===== config.mk =====
export PLATFORM = sky130hd
export DESIGN_NAME = dmpd_top
export DESIGN_NICKNAME = d
export VERILOG_FILES = /design/src/inc/dmpd_pkg.sv /design/src/rtl/dmpd_top.sv
export SDC_FILE = /design/constraint.sdc
export NUM_CORES = 1
export LEC_CHECK = 0
export ABC_AREA = 1
export BUFFER_PORTS_ARGS = -buffer_cell sky130_fd_sc_hd__buf_2
export CAP_MARGIN = 20
export CELL_PAD_IN_SITES_DETAIL_PLACEMENT = 1
export CELL_PAD_IN_SITES_GLOBAL_PLACEMENT = 1
export CORE_MARGIN = 2
export CORE_UTILIZATION = 31
export DETAILED_ROUTE_END_ITERATION = 12
export PLACE_DENSITY_LB_ADDON = 0.1
export SYNTH_ARGS = -nofsm -noshare
export SYNTH_HDL_FRONTEND = slang
export SYNTH_SLANG_ARGS = --single-unit

===== constraint.sdc =====
create_clock -name clk -period 1.5 [get_ports clk]
set_input_delay 0.3 -clock clk [delete_from_list [all_inputs] [get_ports clk]]
set_output_delay 0.3 -clock clk [all_outputs]
set_load 0.02 [all_outputs]

===== src/inc/dmpd_pkg.sv =====
// Package for the microphone pad pull-down and input volume block.
// Assumes one 50 MHz clock and an APB register bus with 32-bit data.
package dmpd_pkg;

    // ==========================================================
    // Register indices (byte address is four times the index)
    localparam logic [11:0] DMPD_IDX_PAD_PULLDOWN = 12'hC22;
    localparam logic [11:0] DMPD_IDX_INPUT_VOLUME = 12'hC30;
    localparam logic [11:0] DMPD_IDX_STATUS = 12'hC31;

    // ==========================================================
    // Field positions
    localparam int DMPD_POS_PAD_A_PD = 0;
    localparam int DMPD_POS_PAD_B_PD = 1;
    localparam int DMPD_POS_VOL_LSB = 0;
    localparam int DMPD_POS_ST_PAD_A = 0;
    localparam int DMPD_POS_ST_PAD_B = 1;
    localparam int DMPD_POS_ST_RSVD = 2;
    localparam int DMPD_POS_ST_GAIN_LSB = 8;

    // ==========================================================
    // Reset values and volume coding
    localparam logic [15:0] DMPD_RST_PAD_PULLDOWN = 16'h0000;
    localparam logic [7:0] DMPD_RST_INPUT_VOLUME = 8'h80;
    localparam logic [7:0] DMPD_VOL_MAX_CODE = 8'hBF;
    localparam logic [7:0] DMPD_VOL_ZERO_DB_CODE = 8'h80;

    typedef struct packed {
        logic pad_b_pulldown_enable;
        logic pad_a_pulldown_enable;
    } dmpd_pad_ctrl_s;

    typedef struct packed {
        logic reserved_code;
        logic signed [7:0] gain_half_db;
    } dmpd_gain_s;

endpackage


===== src/rtl/dmpd_top.sv =====
// Pad pull-down control and input volume decode, APB slave.
// Assumes all inputs synchronous to clk; pad cells hold the resistors.
// Pad drive and volume decode are registered: one clock of latency.
//
// Design decision made here: the APB slave port.
`timescale 1ns/1ps

// Contract
// - Volume code decodes to code times 0.5 dB minus 64 dB; above BFh reserved.
// - Each data pad has its own pull-down enable, independent of the other.
// - Pull-down is off whenever the pad's microphone input path is disabled; here the registered drive drops one clock after the path is disabled.
// - Pad B enable at bit 1, pad A at bit 0; reset 0, one enables.
// - Internal pull-downs exist on exactly the two microphone data pads.
module dmpd_top
    import dmpd_pkg::*;
(
    input wire logic clk,
    input wire logic rst,
    input wire logic psel,
    input wire logic penable,
    input wire logic pwrite,
    input wire logic [15:0] paddr,
    input wire logic [31:0] pwdata,
    input wire logic [3:0] pstrb,
    output logic [31:0] prdata,
    output logic pready,
    output logic pslverr,
    input wire logic mic_path_a_enable,
    input wire logic mic_path_b_enable,
    output logic mic_data_pad_a_pulldown,
    output logic mic_data_pad_b_pulldown,
    output dmpd_gain_s input_gain
);

    // ==========================================================
    // Decode helpers
    function automatic dmpd_gain_s decode_gain(input logic [7:0] code);
        dmpd_gain_s g;
        logic [7:0] c;
        c = (code > DMPD_VOL_MAX_CODE) ? DMPD_VOL_MAX_CODE : code;
        g.gain_half_db = $signed(c - DMPD_VOL_ZERO_DB_CODE);
        g.reserved_code = (code > DMPD_VOL_MAX_CODE);
        return g;
    endfunction

    function automatic logic addr_hit(input logic [15:0] a, input logic [11:0] idx);
        return (a[15:2] == {2'h0, idx}) && (a[1:0] == 2'h0);
    endfunction

    // ==========================================================
    // Bus decode
    logic setup_ph;
    logic access_ph;
    logic hit_pad;
    logic hit_vol;
    logic hit_st;
    logic mapped;
    dmpd_pad_ctrl_s pad_ctrl;
    logic [7:0] vol_code;
    logic [31:0] next_rdata;

    assign setup_ph = psel && !penable;
    assign access_ph = psel && penable;
    assign hit_pad = addr_hit(paddr, DMPD_IDX_PAD_PULLDOWN);
    assign hit_vol = addr_hit(paddr, DMPD_IDX_INPUT_VOLUME);
    assign hit_st = addr_hit(paddr, DMPD_IDX_STATUS);
    assign mapped = hit_pad || hit_vol || hit_st;
    assign pready = 1'b1;
    assign pslverr = access_ph && !mapped;

    // ==========================================================
    // Control registers
    always_ff @(posedge clk or posedge rst) begin
        if (rst) begin
            pad_ctrl <= dmpd_pad_ctrl_s'(DMPD_RST_PAD_PULLDOWN[1:0]);
        end else if (access_ph && pwrite && hit_pad && pstrb[0]) begin
            pad_ctrl.pad_a_pulldown_enable <= pwdata[DMPD_POS_PAD_A_PD];
            pad_ctrl.pad_b_pulldown_enable <= pwdata[DMPD_POS_PAD_B_PD];
        end
    end

    always_ff @(posedge clk or posedge rst) begin
        if (rst) begin
            vol_code <= DMPD_RST_INPUT_VOLUME;
        end else if (access_ph && pwrite && hit_vol && pstrb[0]) begin
            vol_code <= pwdata[DMPD_POS_VOL_LSB +: 8];
        end
    end

    // ==========================================================
    // Read data, captured in the setup cycle
    always_comb begin
        next_rdata = 32'h0000_0000;
        if (hit_pad) begin
            next_rdata[DMPD_POS_PAD_A_PD] = pad_ctrl.pad_a_pulldown_enable;
            next_rdata[DMPD_POS_PAD_B_PD] = pad_ctrl.pad_b_pulldown_enable;
        end else if (hit_vol) begin
            next_rdata[DMPD_POS_VOL_LSB +: 8] = vol_code;
        end else if (hit_st) begin
            next_rdata[DMPD_POS_ST_PAD_A] = mic_data_pad_a_pulldown;
            next_rdata[DMPD_POS_ST_PAD_B] = mic_data_pad_b_pulldown;
            next_rdata[DMPD_POS_ST_RSVD] = input_gain.reserved_code;
            next_rdata[DMPD_POS_ST_GAIN_LSB +: 8] = input_gain.gain_half_db;
        end
    end

    always_ff @(posedge clk or posedge rst) begin
        if (rst) begin
            prdata <= 32'h0000_0000;
        end else if (setup_ph && !pwrite) begin
            prdata <= next_rdata;
        end
    end

    // ==========================================================
    // Pad pull-down drive, one per microphone data pad
    always_ff @(posedge clk or posedge rst) begin
        if (rst) begin
            mic_data_pad_a_pulldown <= 1'b0;
            mic_data_pad_b_pulldown <= 1'b0;
        end else begin
            mic_data_pad_a_pulldown <= pad_ctrl.pad_a_pulldown_enable
                && mic_path_a_enable;
            mic_data_pad_b_pulldown <= pad_ctrl.pad_b_pulldown_enable
                && mic_path_b_enable;
        end
    end

    // ==========================================================
    // Volume decode
    always_ff @(posedge clk or posedge rst) begin
        if (rst) begin
            input_gain <= decode_gain(DMPD_RST_INPUT_VOLUME);
        end else begin
            input_gain <= decode_gain(vol_code);
        end
    end

    // ==========================================================
    // Checks
    logic [8:0] chk_half_db;

    // Volume code one edge back, in half-dB steps
    always_ff @(posedge clk or posedge rst) begin
        if (rst) begin
            chk_half_db <= 9'h000;
        end else begin
            chk_half_db <= {1'b0, vol_code} - {1'b0, DMPD_VOL_ZERO_DB_CODE};
        end
    end

    gain_value_a: assert property (
        @(posedge clk) disable iff (rst)
        ($past(vol_code) <= 8'hBF && !$past(rst))
            |-> (input_gain.gain_half_db == $signed(chk_half_db[7:0])
                && !input_gain.reserved_code))
        else $error("gain decode does not match volume code");

    gain_reserved_a: assert property (
        @(posedge clk) disable iff (rst)
        ($past(vol_code) > 8'hBF && !$past(rst))
            |-> (input_gain.reserved_code && input_gain.gain_half_db == 8'sd63))
        else $error("reserved volume code not flagged or not held at max");

    pad_indep_a: assert property (
        @(posedge clk) disable iff (rst)
        (access_ph && pwrite && hit_pad && pstrb[0])
            |=> (pad_ctrl.pad_a_pulldown_enable == $past(pwdata[0])
                && pad_ctrl.pad_b_pulldown_enable == $past(pwdata[1])))
        else $error("pad enables not written independently");

    path_off_a: assert property (
        @(posedge clk) disable iff (rst)
        (!mic_path_a_enable ##1 1'b1) |-> !mic_data_pad_a_pulldown)
        else $error("pad A pull-down active with path disabled");

    path_off_b_a: assert property (
        @(posedge clk) disable iff (rst)
        !$past(mic_path_b_enable) |-> !mic_data_pad_b_pulldown)
        else $error("pad B pull-down active with path disabled");

    pad_readback_a: assert property (
        @(posedge clk) disable iff (rst)
        (setup_ph && !pwrite && hit_pad)
            |=> (prdata[1:0] == {pad_ctrl.pad_b_pulldown_enable,
                pad_ctrl.pad_a_pulldown_enable} && prdata[31:2] == 30'h0))
        else $error("pad control readback wrong");

    pd_and_a: assert property (
        @(posedge clk) disable iff (rst)
        (pad_ctrl.pad_b_pulldown_enable && mic_path_b_enable)
            |=> mic_data_pad_b_pulldown)
        else $error("pad B pull-down not applied within one cycle");

    pd_stable_a: assert property (
        @(posedge clk) disable iff (rst)
        (pad_ctrl.pad_a_pulldown_enable && mic_path_a_enable) [*2]
            |-> mic_data_pad_a_pulldown)
        else $error("pad A pull-down dropped while enabled");

    // ==========================================================
    // Checks on pad drive and register state
    pd_a_and_a: assert property (
        @(posedge clk) disable iff (rst)
        (pad_ctrl.pad_a_pulldown_enable && mic_path_a_enable)
            |=> mic_data_pad_a_pulldown)
        else $error("pad A pull-down not applied within one cycle");

    pd_b_stable_a: assert property (
        @(posedge clk) disable iff (rst)
        (pad_ctrl.pad_b_pulldown_enable && mic_path_b_enable) [*2]
            |-> mic_data_pad_b_pulldown)
        else $error("pad B pull-down dropped while enabled");

    pd_a_only_a: assert property (
        @(posedge clk) disable iff (rst)
        mic_data_pad_a_pulldown
            |-> ($past(pad_ctrl.pad_a_pulldown_enable) && $past(mic_path_a_enable)))
        else $error("pad A pull-down active without enable and path");

    pd_b_only_a: assert property (
        @(posedge clk) disable iff (rst)
        mic_data_pad_b_pulldown
            |-> ($past(pad_ctrl.pad_b_pulldown_enable) && $past(mic_path_b_enable)))
        else $error("pad B pull-down active without enable and path");

    pd_a_off_a: assert property (
        @(posedge clk) disable iff (rst)
        (!pad_ctrl.pad_a_pulldown_enable ##1 1'b1)
            |-> !mic_data_pad_a_pulldown)
        else $error("pad A pull-down active with enable clear");

    pd_b_off_a: assert property (
        @(posedge clk) disable iff (rst)
        (!pad_ctrl.pad_b_pulldown_enable ##1 1'b1)
            |-> !mic_data_pad_b_pulldown)
        else $error("pad B pull-down active with enable clear");

    pad_hold_a: assert property (
        @(posedge clk) disable iff (rst)
        !(access_ph && pwrite && hit_pad && pstrb[0]) |=> $stable(pad_ctrl))
        else $error("pad enables changed without a write");

    vol_write_a: assert property (
        @(posedge clk) disable iff (rst)
        (access_ph && pwrite && hit_vol && pstrb[0])
            |=> (vol_code == $past(pwdata[7:0])))
        else $error("volume code write lost");

    vol_hold_a: assert property (
        @(posedge clk) disable iff (rst)
        !(access_ph && pwrite && hit_vol && pstrb[0]) |=> $stable(vol_code))
        else $error("volume code changed without a write");

    gain_cap_a: assert property (
        @(posedge clk) disable iff (rst)
        input_gain.reserved_code |-> (input_gain.gain_half_db == 8'sd63))
        else $error("reserved code gain not at maximum");

    // ==========================================================
    // Checks on read data and bus answers
    rd_volume_a: assert property (
        @(posedge clk) disable iff (rst)
        (setup_ph && !pwrite && hit_vol)
            |=> (prdata == {24'h000000, $past(vol_code)}))
        else $error("volume readback wrong");

    rd_status_a: assert property (
        @(posedge clk) disable iff (rst)
        (setup_ph && !pwrite && hit_st)
            |=> (prdata[15:8] == $past(input_gain.gain_half_db)
                && prdata[2] == $past(input_gain.reserved_code)
                && prdata[1] == $past(mic_data_pad_b_pulldown)
                && prdata[0] == $past(mic_data_pad_a_pulldown)
                && prdata[31:16] == 16'h0000 && prdata[7:3] == 5'h00))
        else $error("status readback wrong");

    rd_unmapped_a: assert property (
        @(posedge clk) disable iff (rst)
        (setup_ph && !pwrite && !mapped) |=> (prdata == 32'h0000_0000))
        else $error("unmapped read returned data");

    rd_hold_a: assert property (
        @(posedge clk) disable iff (rst)
        !(setup_ph && !pwrite) |=> $stable(prdata))
        else $error("read data changed outside a read");

    err_nowrite_a: assert property (
        @(posedge clk) disable iff (rst)
        pslverr |=> ($stable(pad_ctrl) && $stable(vol_code)))
        else $error("refused access changed a register");

    err_flag_a: assert property (
        @(posedge clk) disable iff (rst)
        (access_ph && !mapped) |-> pslverr)
        else $error("unmapped access not refused");

    setup_err_a: assert property (
        @(posedge clk) disable iff (rst)
        setup_ph |-> !pslverr)
        else $error("error flagged outside the access phase");

    wr_status_a: assert property (
        @(posedge clk) disable iff (rst)
        (access_ph && pwrite && hit_st) |-> !pslverr)
        else $error("status write flagged as error");

endmodule

==> results of run 1 <==
==> sequential cells by signal, indices dropped and copies added, names as in the netlist <==
register                 flops
vol_code                     8
pad_ctrl                     2
mic_data_pad_a_pulldown      1
prdata                      16
mic_data_pad_b_pulldown      1
input_gain                   9
==> layer usage <==
layer	GRT usage (%)	vias to the layer above	wire length [um]
met4	4.58	0	59
li1	-	803	-
met3	4.29	6	279
met5	0	-	0
met2	21.1	49	2030
met1	19.4	729	2060
==> worst paths after layout <==
kind,startpoint,cells after the start,slack (ns),to
worst max-delay path,paddr[9],8,0.05,pslverr
worst min-delay path,mic_path_b_enable,3,0.19,mic_data_pad_b_pulldown
worst max register to register,vol_code[6],3,0.53,input_gain[2]
worst min register to register,prdata[15],2,0.48,prdata[15]
max in group asynchronous,rst,4,0.49,input_gain[1]
min in group asynchronous,rst,3,0.53,input_gain[6]
==> metrics by stage <==
| stage | instances | util (%) | area [um2] | power (W) | hold slack, ns |
|---|---|---|---|---|---|
| 2_1_floorplan | 232 | - | 1920 | 0.00115 | 0.400 |
| 6_report | 373 | 42.6 | 2490 | 0.00208 | 0.191 |
| 3_3_place_gp | 361 | 39.0 | 2280 | 0.00119 | 0.298 |
| 4_1_cts | 370 | 41.6 | 2440 | 0.00211 | 0.184 |
| 5_1_grt | 373 | 42.6 | 2490 | 0.00219 | 0.197 |
| 3_5_place_dp | 361 | 39.0 | 2280 | 0.00120 | 0.294 |
==> where the power goes <==
group          total [W]  switching [W]  leakage [nW]  internal, W
Sequential      0.000997   0.0000000208         0.508     0.000997
Combinational   0.000196       0.000129         0.911    0.0000672
Clock           0.000888       0.000348        0.0574     0.000540
Total            0.00208       0.000477          1.48      0.00160
==> kinds of logic (layout without fill, tap and decap cells) <==
| logic type | after synthesis | in the layout | share of synthesized area, % |
|---|---|---|---|
| DFF | 37 | 37 | 49.9 |
| other | 2 | 17 | 0.404 |
| and+or+nand+nor | 135 | 135 | 36.3 |
| buffers and inverters | 39 | 105 | 11.9 |
| AOI/OAI and AO/OA | 4 | 4 | 1.48 |
==> layout by cell type, fill, tap and decap left out, types with 2 or more instances in the layout <==
cell type and instances:
nand2_1 68, buf_2 57, dfrtp_1 36, nand3_1 24, inv_1 18, buf_4 18
conb_1 17, nor2_1 10, nor2_4 8, or2_2 6, clkbuf_8 6, nand2_2 5
nand4_1 4, nand3_4 2, nor3_2 2, nor2_2 2, o21ai_2 2, o21ai_0 2
==> critical path: stages <==
cell	delay, ns
buf_2	0.11
nor2_4	0.11
nand3_4	0.13
nor2_4	0.17
nand2_2	0.07
nand2_2	0.06
nor3_2	0.04
buf_4	0.16
==> area by class of cell <==
class                   instances  area (um2)
fillers                       745        3360
flip-flops and latches         37         927
multi-input cells             156         821
repair buffers                 78         462
well taps                      75        93.8
clock buffers                   6        82.6
inverters                      19        71.3
clock inverters                 2        37.5
==> repair_timing <==
action	4_1_cts	5_1_grt
pin swaps	1	6
resized for setup	5	10
hold endpoints to repair	6	0
setup buffers	0	3
endpoints found under the setup margin	1	1
hold buffers	1	0
==> flow_summary.toml, run 1 <==
[clock_network]
cts_buffers = 5
clk_latency_ns = 0.29
cts_tree = "built"
cts_sinks = 37
ctsHtreeMaxLevel = 2
root_buffer = "clkbuf_8"
cts_buffer_depth = 2
clk_pin_slew_ns = 0.07

[route]
drt_drc_violations_left = 0
dr.pass1.iters = 4
postRouteAntennaNets = 0
num_vias = 1587
drtIter0Drc = 14
routedWlPerCell_um = 11.9
vias_per_cell = 4.25
drt-total-wl_um = 4430

[floorplan]
io-pin-count = 104
start_util_pct = 31.8
placementRows = 28
die_y_um = 81.4
core-area_um2 = 5850
design.die.area_um2 = 6630
die_w_um = 81.4

[worst_setup_path]
cp.arrival_ns = 1.15
crit_path_end_kind = "primary output"
cp-start-kind = "primary input"
worst_ep_required_time_ns = 1.20
crit_fanout = 4
crit_type = "in -> out"

[synth]
synth_top_area_share_pct = 48.5
ys_top_cells_by_count = "nand2_1 (70), dfrtp_1 (36), nand3_1 (25)"
synth-seq-cells = 37
yosysTopAreaCell = "dfrtp_1"
async_flop_share_pct = 100
avgSynthCellArea_um2 = 8.56
synthCells = 217
ys_seq_area_share_pct = 49.9
synth_edf_count = 0
yosysWarnings = 0
synth.distinct_cells = 24
synthTopCellsByArea = "dfrtp_1 (48%), nand2_1 (14%), buf_4 (6.9%)"
synthFlopType = "dfrtp_1"
netlist_area_um2 = 1860
yosysMostFrequentCell = "nand2_1"

[sta]
setup_violations = 0
final.setup.worst_slack_ns = 0.0491
fin_crit_ns = 1.45
skew_ns = 0.00614
slew_violations = 0
final_hold_viol_count = 0
fmax_mhz = 689
setup_tns_ns = 0
fin_crit_sh_pct = 96.7

[global_routing]
grt_pass1_vias = 1494
grt_overflow = 0
grt_max_degree = 31
grt_use_total_pct = 14.1
antenna_found_initial = 0
grt_pass1_wl_um = 7070

[power_and_ir_drop]
power_per_cell_area_nw_per_um2 = 834
p_leak_nw = 1.48
peakVddDrop_mv = 0.399

[final_layout]
layout.nets = 356
antenna_cells = 0
layout-drive-gt1-share_pct = 39.6
area_growth_syn_to_layout_pct = 34.3

[placement]
post-place-ws_ns = -0.0989
dp_hpwl_um = 3490
gp_congestion = 0.782
numPortBuffers = 59

[job]
cap_violations = 0

[min_path]
hp-class = "in -> reg"

[outcome]
status = "finished clean"
Power figures use the tool's default switching activity.
==> run 2, diff against run 1 <==
--- a/config.mk
+++ b/config.mk
@@ -12,7 +12,9 @@
 export CELL_PAD_IN_SITES_GLOBAL_PLACEMENT = 1
 export CORE_MARGIN = 2
 export CORE_UTILIZATION = 31
+export CTS_CLUSTER_DIAMETER = 60
 export DETAILED_ROUTE_END_ITERATION = 12
+export MAX_ROUTING_LAYER = met4
 export PLACE_DENSITY_LB_ADDON = 0.1
 export SYNTH_ARGS = -nofsm -noshare
 export SYNTH_HDL_FRONTEND = slang
==> run 2 against run 1 <==
Against the previous run:
- non-clock buffer count stayed put
- power down 0.14%
- hold slack gained 0.0015 ns
- via count up 0.38%
- critical endpoint unchanged
- fmax is essentially flat
- count of clock-buffer cells in the layout is the same
- global-route usage grew 0.43 points
- clock power hardly changed
- core utilization unchanged
- largest power group unchanged
- cell count unchanged
==> flow_summary.toml, run 2 (synthesized netlist as in run 1, its figures left out) <==
[worst_setup_path]
crit_chain = "buf_2, nor2_4, nand3_4, nor2_4, nand2_2, nand2_2, nor3_2, buf_4"
critical_path_buf_inv_count = 2
crit_path_start = "paddr[9]"
r2r_slack_ns = 0.53
timing.rr.end = "input_gain[2]"
path_depth = 8
crit_path_end_kind = "primary output"
slowest_delay_ns = 0.17
crit_fanout = 4
cp_slowest_cell = "nor2_4"
worstReg2RegStart = "vol_code[6]"
cp-endpoint = "pslverr"
cp-start-kind = "primary input"
r2r_cells = 3
crit_type = "in -> out"
path_delay_family = "simple AND/OR/NAND/NOR gates"
worst_ep_required_time_ns = 1.20
cp.arrival_ns = 1.15

[clock_network]
cts_buffer_depth = 2
ctsHtreeMaxLevel = 2
cts_tree = "built"
cts_buffers = 5
root_buffer = "clkbuf_8"
clk_latency_ns = 0.29
clk_pin_slew_ns = 0.07
cts_sinks = 37

[sta]
setup_violations = 0
final_hold_viol_count = 0
slew_violations = 0
final.setup.worst_slack_ns = 0.0489
setup_tns_ns = 0
skew_ns = 0.00551
fin_crit_sh_pct = 96.7
holdWs_ns = 0.193
fmax_mhz = 689
fin_crit_ns = 1.45

[power_and_ir_drop]
design_power_total_w = 0.00208
combPwrFrac_pct = 9.4
p_leak_nw = 1.48
p_clk_share_pct = 42.6
power_per_cell_area_nw_per_um2 = 833
power_switching_w = 0.000474
power.internal_w = 0.00160
peakVddDrop_mv = 0.395
p_seq_share_pct = 48.0
switching_share_pct = 22.8

[floorplan]
core-area_um2 = 5850
io-pin-count = 104
die_w_um = 81.4
design.die.area_um2 = 6630
placementRows = 28
start_util_pct = 31.8
die_y_um = 81.4

[final_layout]
regMostFlops = "prdata"
area_growth_syn_to_layout_pct = 34.3
layout_commonest_cell = "nand2_1"
layout-drive-gt1-share_pct = 39.6
largest_reg_flops = 16
antenna_cells = 0
final_cell_mix = "nand2_1 (68), buf_2 (57), dfrtp_1 (36)"
largestRegisters = "prdata: 16 flops, input_gain: 9 flops, vol_code: 8 flops"
layout.nets = 356

[global_routing]
grt_overflow = 0
antenna_found_initial = 0
grt_pass1_wl_um = 7080
grt_max_degree = 31
grt_use_total_pct = 14.5
grt_pass1_vias = 1494

[route]
routedWlPerCell_um = 11.9
drtIter0Drc = 15
num_vias = 1593
vias_per_cell = 4.27
drt-total-wl_um = 4450
drt_drc_violations_left = 0
dr.pass1.iters = 4
postRouteAntennaNets = 0

[placement]
dp_hpwl_um = 3490
numPortBuffers = 59
post-place-ws_ns = -0.0989
gp_congestion = 0.793

[job]
cap_violations = 0

[min_path]
hp-class = "in -> reg"

[outcome]
status = "finished clean"
-- run 2: cell counts in the layout (fill, tap and decap cells not counted) --
No cell type changed its count.
-- run 2: power groups by stage --
stage,combinational (W),clock (W),sequential (W)
after global routing,0.000217,0.000972,0.000997
after floorplan,0.000131,0,0.00102
after detailed placement,0.000179,0,0.00102
final,0.000196,0.000885,0.000997
after CTS,0.000186,0.000924,0.000997
after global placement,0.000177,0,0.00102
-- run 2: what timing repair did --
action | CTS | global route
endpoints found under the hold margin | 6 | 0
gates resized for setup | 5 | 10
buffers inserted | 0 | 3
pin swaps | 1 | 6
setup endpoints to repair | 1 | 1
hold buffers | 1 | 0
-- run 2: worst min-delay path: cells and delay by family --
family        cells  cell delay (ns)
simple gates      1             0.04
buf+inv           2             0.11
-- run 2: cell type report --
| type | instances | area (um2) |
|---|---|---|
| inverter | 19 | 71.3 |
| clock inverter | 2 | 37.5 |
| timing repair buffer | 78 | 462 |
| multi-input combinational | 156 | 821 |
| fill | 745 | 3360 |
| clock buffer | 6 | 82.6 |
| tap | 75 | 93.8 |
| sequential | 37 | 927 |
-- run 2: worst min path at each step --
stage | start | endpoint | slack [ns] | cells after the start
finish | mic_path_b_enable | mic_data_pad_b_pulldown | 0.19 | 3
global route | mic_path_a_enable | mic_data_pad_a_pulldown | 0.20 | 3
CTS | mic_path_b_enable | mic_data_pad_b_pulldown | 0.18 | 3
detailed placement | rst | input_gain[6] | 0.29 | 2
global placement | rst | input_gain[6] | 0.30 | 2
floorplan | mic_path_b_enable | mic_data_pad_b_pulldown | 0.40 | 2
-- run 2: layer usage --
layer | GRT usage, % | wire length, um
met1 | 19.6 | 2050
met3 | 4.07 | 268
met4 | 4.58 | 55
met5 | - | 0
met2 | 21.1 | 2070
-- run 2: stage by stage --
step           instance area (um2)  cells  util [%]
3_3_place_gp                  2280    361      39.0
3_5_place_dp                  2280    361      39.0
2_1_floorplan                 1920    232         -
5_1_grt                       2490    373      42.6
4_1_cts                       2440    370      41.6
6_report                      2490    373      42.6
==> run 3, diff against run 2 <==
--- a/config.mk
+++ b/config.mk
@@ -10,9 +10,9 @@
 export CAP_MARGIN = 20
 export CELL_PAD_IN_SITES_DETAIL_PLACEMENT = 1
 export CELL_PAD_IN_SITES_GLOBAL_PLACEMENT = 1
-export CORE_MARGIN = 2
 export CORE_UTILIZATION = 31
 export CTS_CLUSTER_DIAMETER = 60
+export CTS_CLUSTER_SIZE = 12
 export DETAILED_ROUTE_END_ITERATION = 12
 export MAX_ROUTING_LAYER = met4
 export PLACE_DENSITY_LB_ADDON = 0.1
==> run 3 against run 2 <==
Against the previous run:
- global-route usage increased by 1.6 points
- hold slack worse by 0.12 ns
- cell count did not move
- clock power is 1% lower
- non-clock buffer count rose by 3
- sequential power barely moved
- first-iteration DRC count grew to 3.7 times the previous value
- count of clock-buffer cells in the layout increased by 1
- critical endpoint unchanged
==> flow_summary.toml, run 3 (synthesized netlist as in run 1, its figures left out) <==
[final_layout]
regMostFlops = "prdata"
final_util_pct = 44.5
final_cell_mix = "nand2_1 (68), buf_2 (57), dfrtp_1 (36)"
layout-drive-gt1-share_pct = 41.2
layout_commonest_cell = "nand2_1"
largest_reg_flops = 16
instances_no_fill = 373
antenna_cells = 0
largestRegisters = "prdata: 16 flops, input_gain: 9 flops, vol_code: 8 flops"
area_growth_syn_to_layout_pct = 35.1
layout.nets = 359

[global_routing]
grt_pass1_vias = 1577
grt_pass1_wl_um = 7630
antenna_found_initial = 0
grt_overflow = 0
grt_use_total_pct = 16.1
grt_max_degree = 38

[sta]
final_hold_viol_count = 0
setup_violations = 0
fin_crit_sh_pct = 98.0
grt_setup_unrepaired = "true"
slew_violations = 0
fmax_mhz = 681
fin_crit_ns = 1.47
skew_ns = 0.00381

[floorplan]
start_util_pct = 32.9
die_y_um = 79.4
placementRows = 27
die_w_um = 79.4
design.die.area_um2 = 6310
core-area_um2 = 5640
io-pin-count = 104

[power_and_ir_drop]
power_per_cell_area_nw_per_um2 = 823
peakVddDrop_mv = 0.342
p_leak_nw = 1.49

[outcome]
status = "finished clean"

[route]
dr.pass1.iters = 2
vias_per_cell = 4.29
num_vias = 1600
drt_drc_violations_left = 0
drt-total-wl_um = 4480
drtIter0Drc = 55
postRouteAntennaNets = 0
routedWlPerCell_um = 12.0

[clock_network]
clk_latency_ns = 0.28
cts_tree = "built"
cts_sinks = 37
cts_buffer_depth = 2
clk_pin_slew_ns = 0.07
cts_buffers = 5
ctsHtreeMaxLevel = 2
root_buffer = "clkbuf_8"

[worst_setup_path]
worst_ep_required_time_ns = 1.20
r2r_slack_ns = 0.52
crit_path_end_kind = "primary output"
crit_fanout = 4
crit_type = "in -> out"
cp.arrival_ns = 1.17
cp-start-kind = "primary input"

[min_path]
hp-class = "in -> async"

[placement]
dp_hpwl_um = 3500
numPortBuffers = 59
gp_congestion = 0.786
placed_cells = 359

[job]
cap_violations = 0
## run 3: changes by cell type in the layout (fill, tap and decap cells not counted), sizes merged
cell | previous run | this run
clkbuf | 6 | 7
dlygate4sd3 | 1 | 0
buf | 77 | 81
clkinvlp | 1 | 0
## run 3: power breakdown
| part | total [W] | internal (W) | switching [W] |
|---|---|---|---|
| Clock | 0.000874 | 0.000542 | 0.000332 |
| Combinational | 0.000193 | 0.0000650 | 0.000128 |
| Sequential | 0.000997 | 0.000997 | 0.0000000217 |
| Total | 0.00206 | 0.00160 | 0.000460 |
## run 3: final timing paths
kind | start | endpoint | cells after the start
max | paddr[15] | pslverr | 8
min | rst | prdata[7] | 3
max reg2reg | vol_code[6] | input_gain[2] | 3
min reg2reg | vol_code[7] | input_gain[7] | 1
max in group asynchronous | rst | vol_code[7] | 3
min in group clk | mic_path_b_enable | mic_data_pad_b_pulldown | 3
## run 3: final cells by class
type	instances	area, um2
fillers	707	3130
inverters	19	71.3
repair buffers	81	482
flip-flops and latches	37	927
well taps	72	90.1
multi-input cells	156	823
clock inverters	1	30.0
clock buffers	7	86.3
## run 3: what timing repair did
| action | 4_1_cts | 5_1_grt |
|---|---|---|
| hold buffers | 0 | 0 |
| buffers inserted | 4 | 2 |
| pin swaps | 2 | 8 |
| setup endpoints to repair | 1 | 3 |
| endpoints found under the hold margin | 0 | 0 |
| gates resized for setup | 7 | 10 |
## run 3: stage by stage
| stage | power, W | hold WS, ns | TNS (ns) | setup slack (ns) | instance area (um2) |
|---|---|---|---|---|---|
| floorplan | 0.00115 | 0.400 | 0 | 0.102 | 1920 |
| global placement | 0.00119 | 0.363 | -0.106 | -0.106 | 2290 |
| detailed placement | 0.00120 | 0.386 | -0.143 | -0.101 | 2290 |
| CTS | 0.00209 | 0.0769 | 0 | 0.00965 | 2460 |
| global route | 0.00216 | 0.0837 | -0.0408 | -0.0408 | 2510 |
| finish | 0.00206 | 0.0718 | 0 | 0.0306 | 2510 |
## run 3: critical path, stage by stage
cell and delay (ns):
buf_2 0.11, nor2_4 0.14, nand3_4 0.12, nor2_4 0.15, nand2_2 0.07, nand2_2 0.07, nor3_2 0.05, buf_4 0.16
## run 3: metal layers
| layer | vias to the layer above | GRT usage, % | routed length [um] |
|---|---|---|---|
| met5 | - | - | 0 |
| met4 | 0 | 4.36 | 21 |
| met3 | 2 | 3.09 | 187 |
| met2 | 45 | 25.0 | 2100 |
| met1 | 745 | 21.6 | 2160 |
| li1 | 808 | - | - |
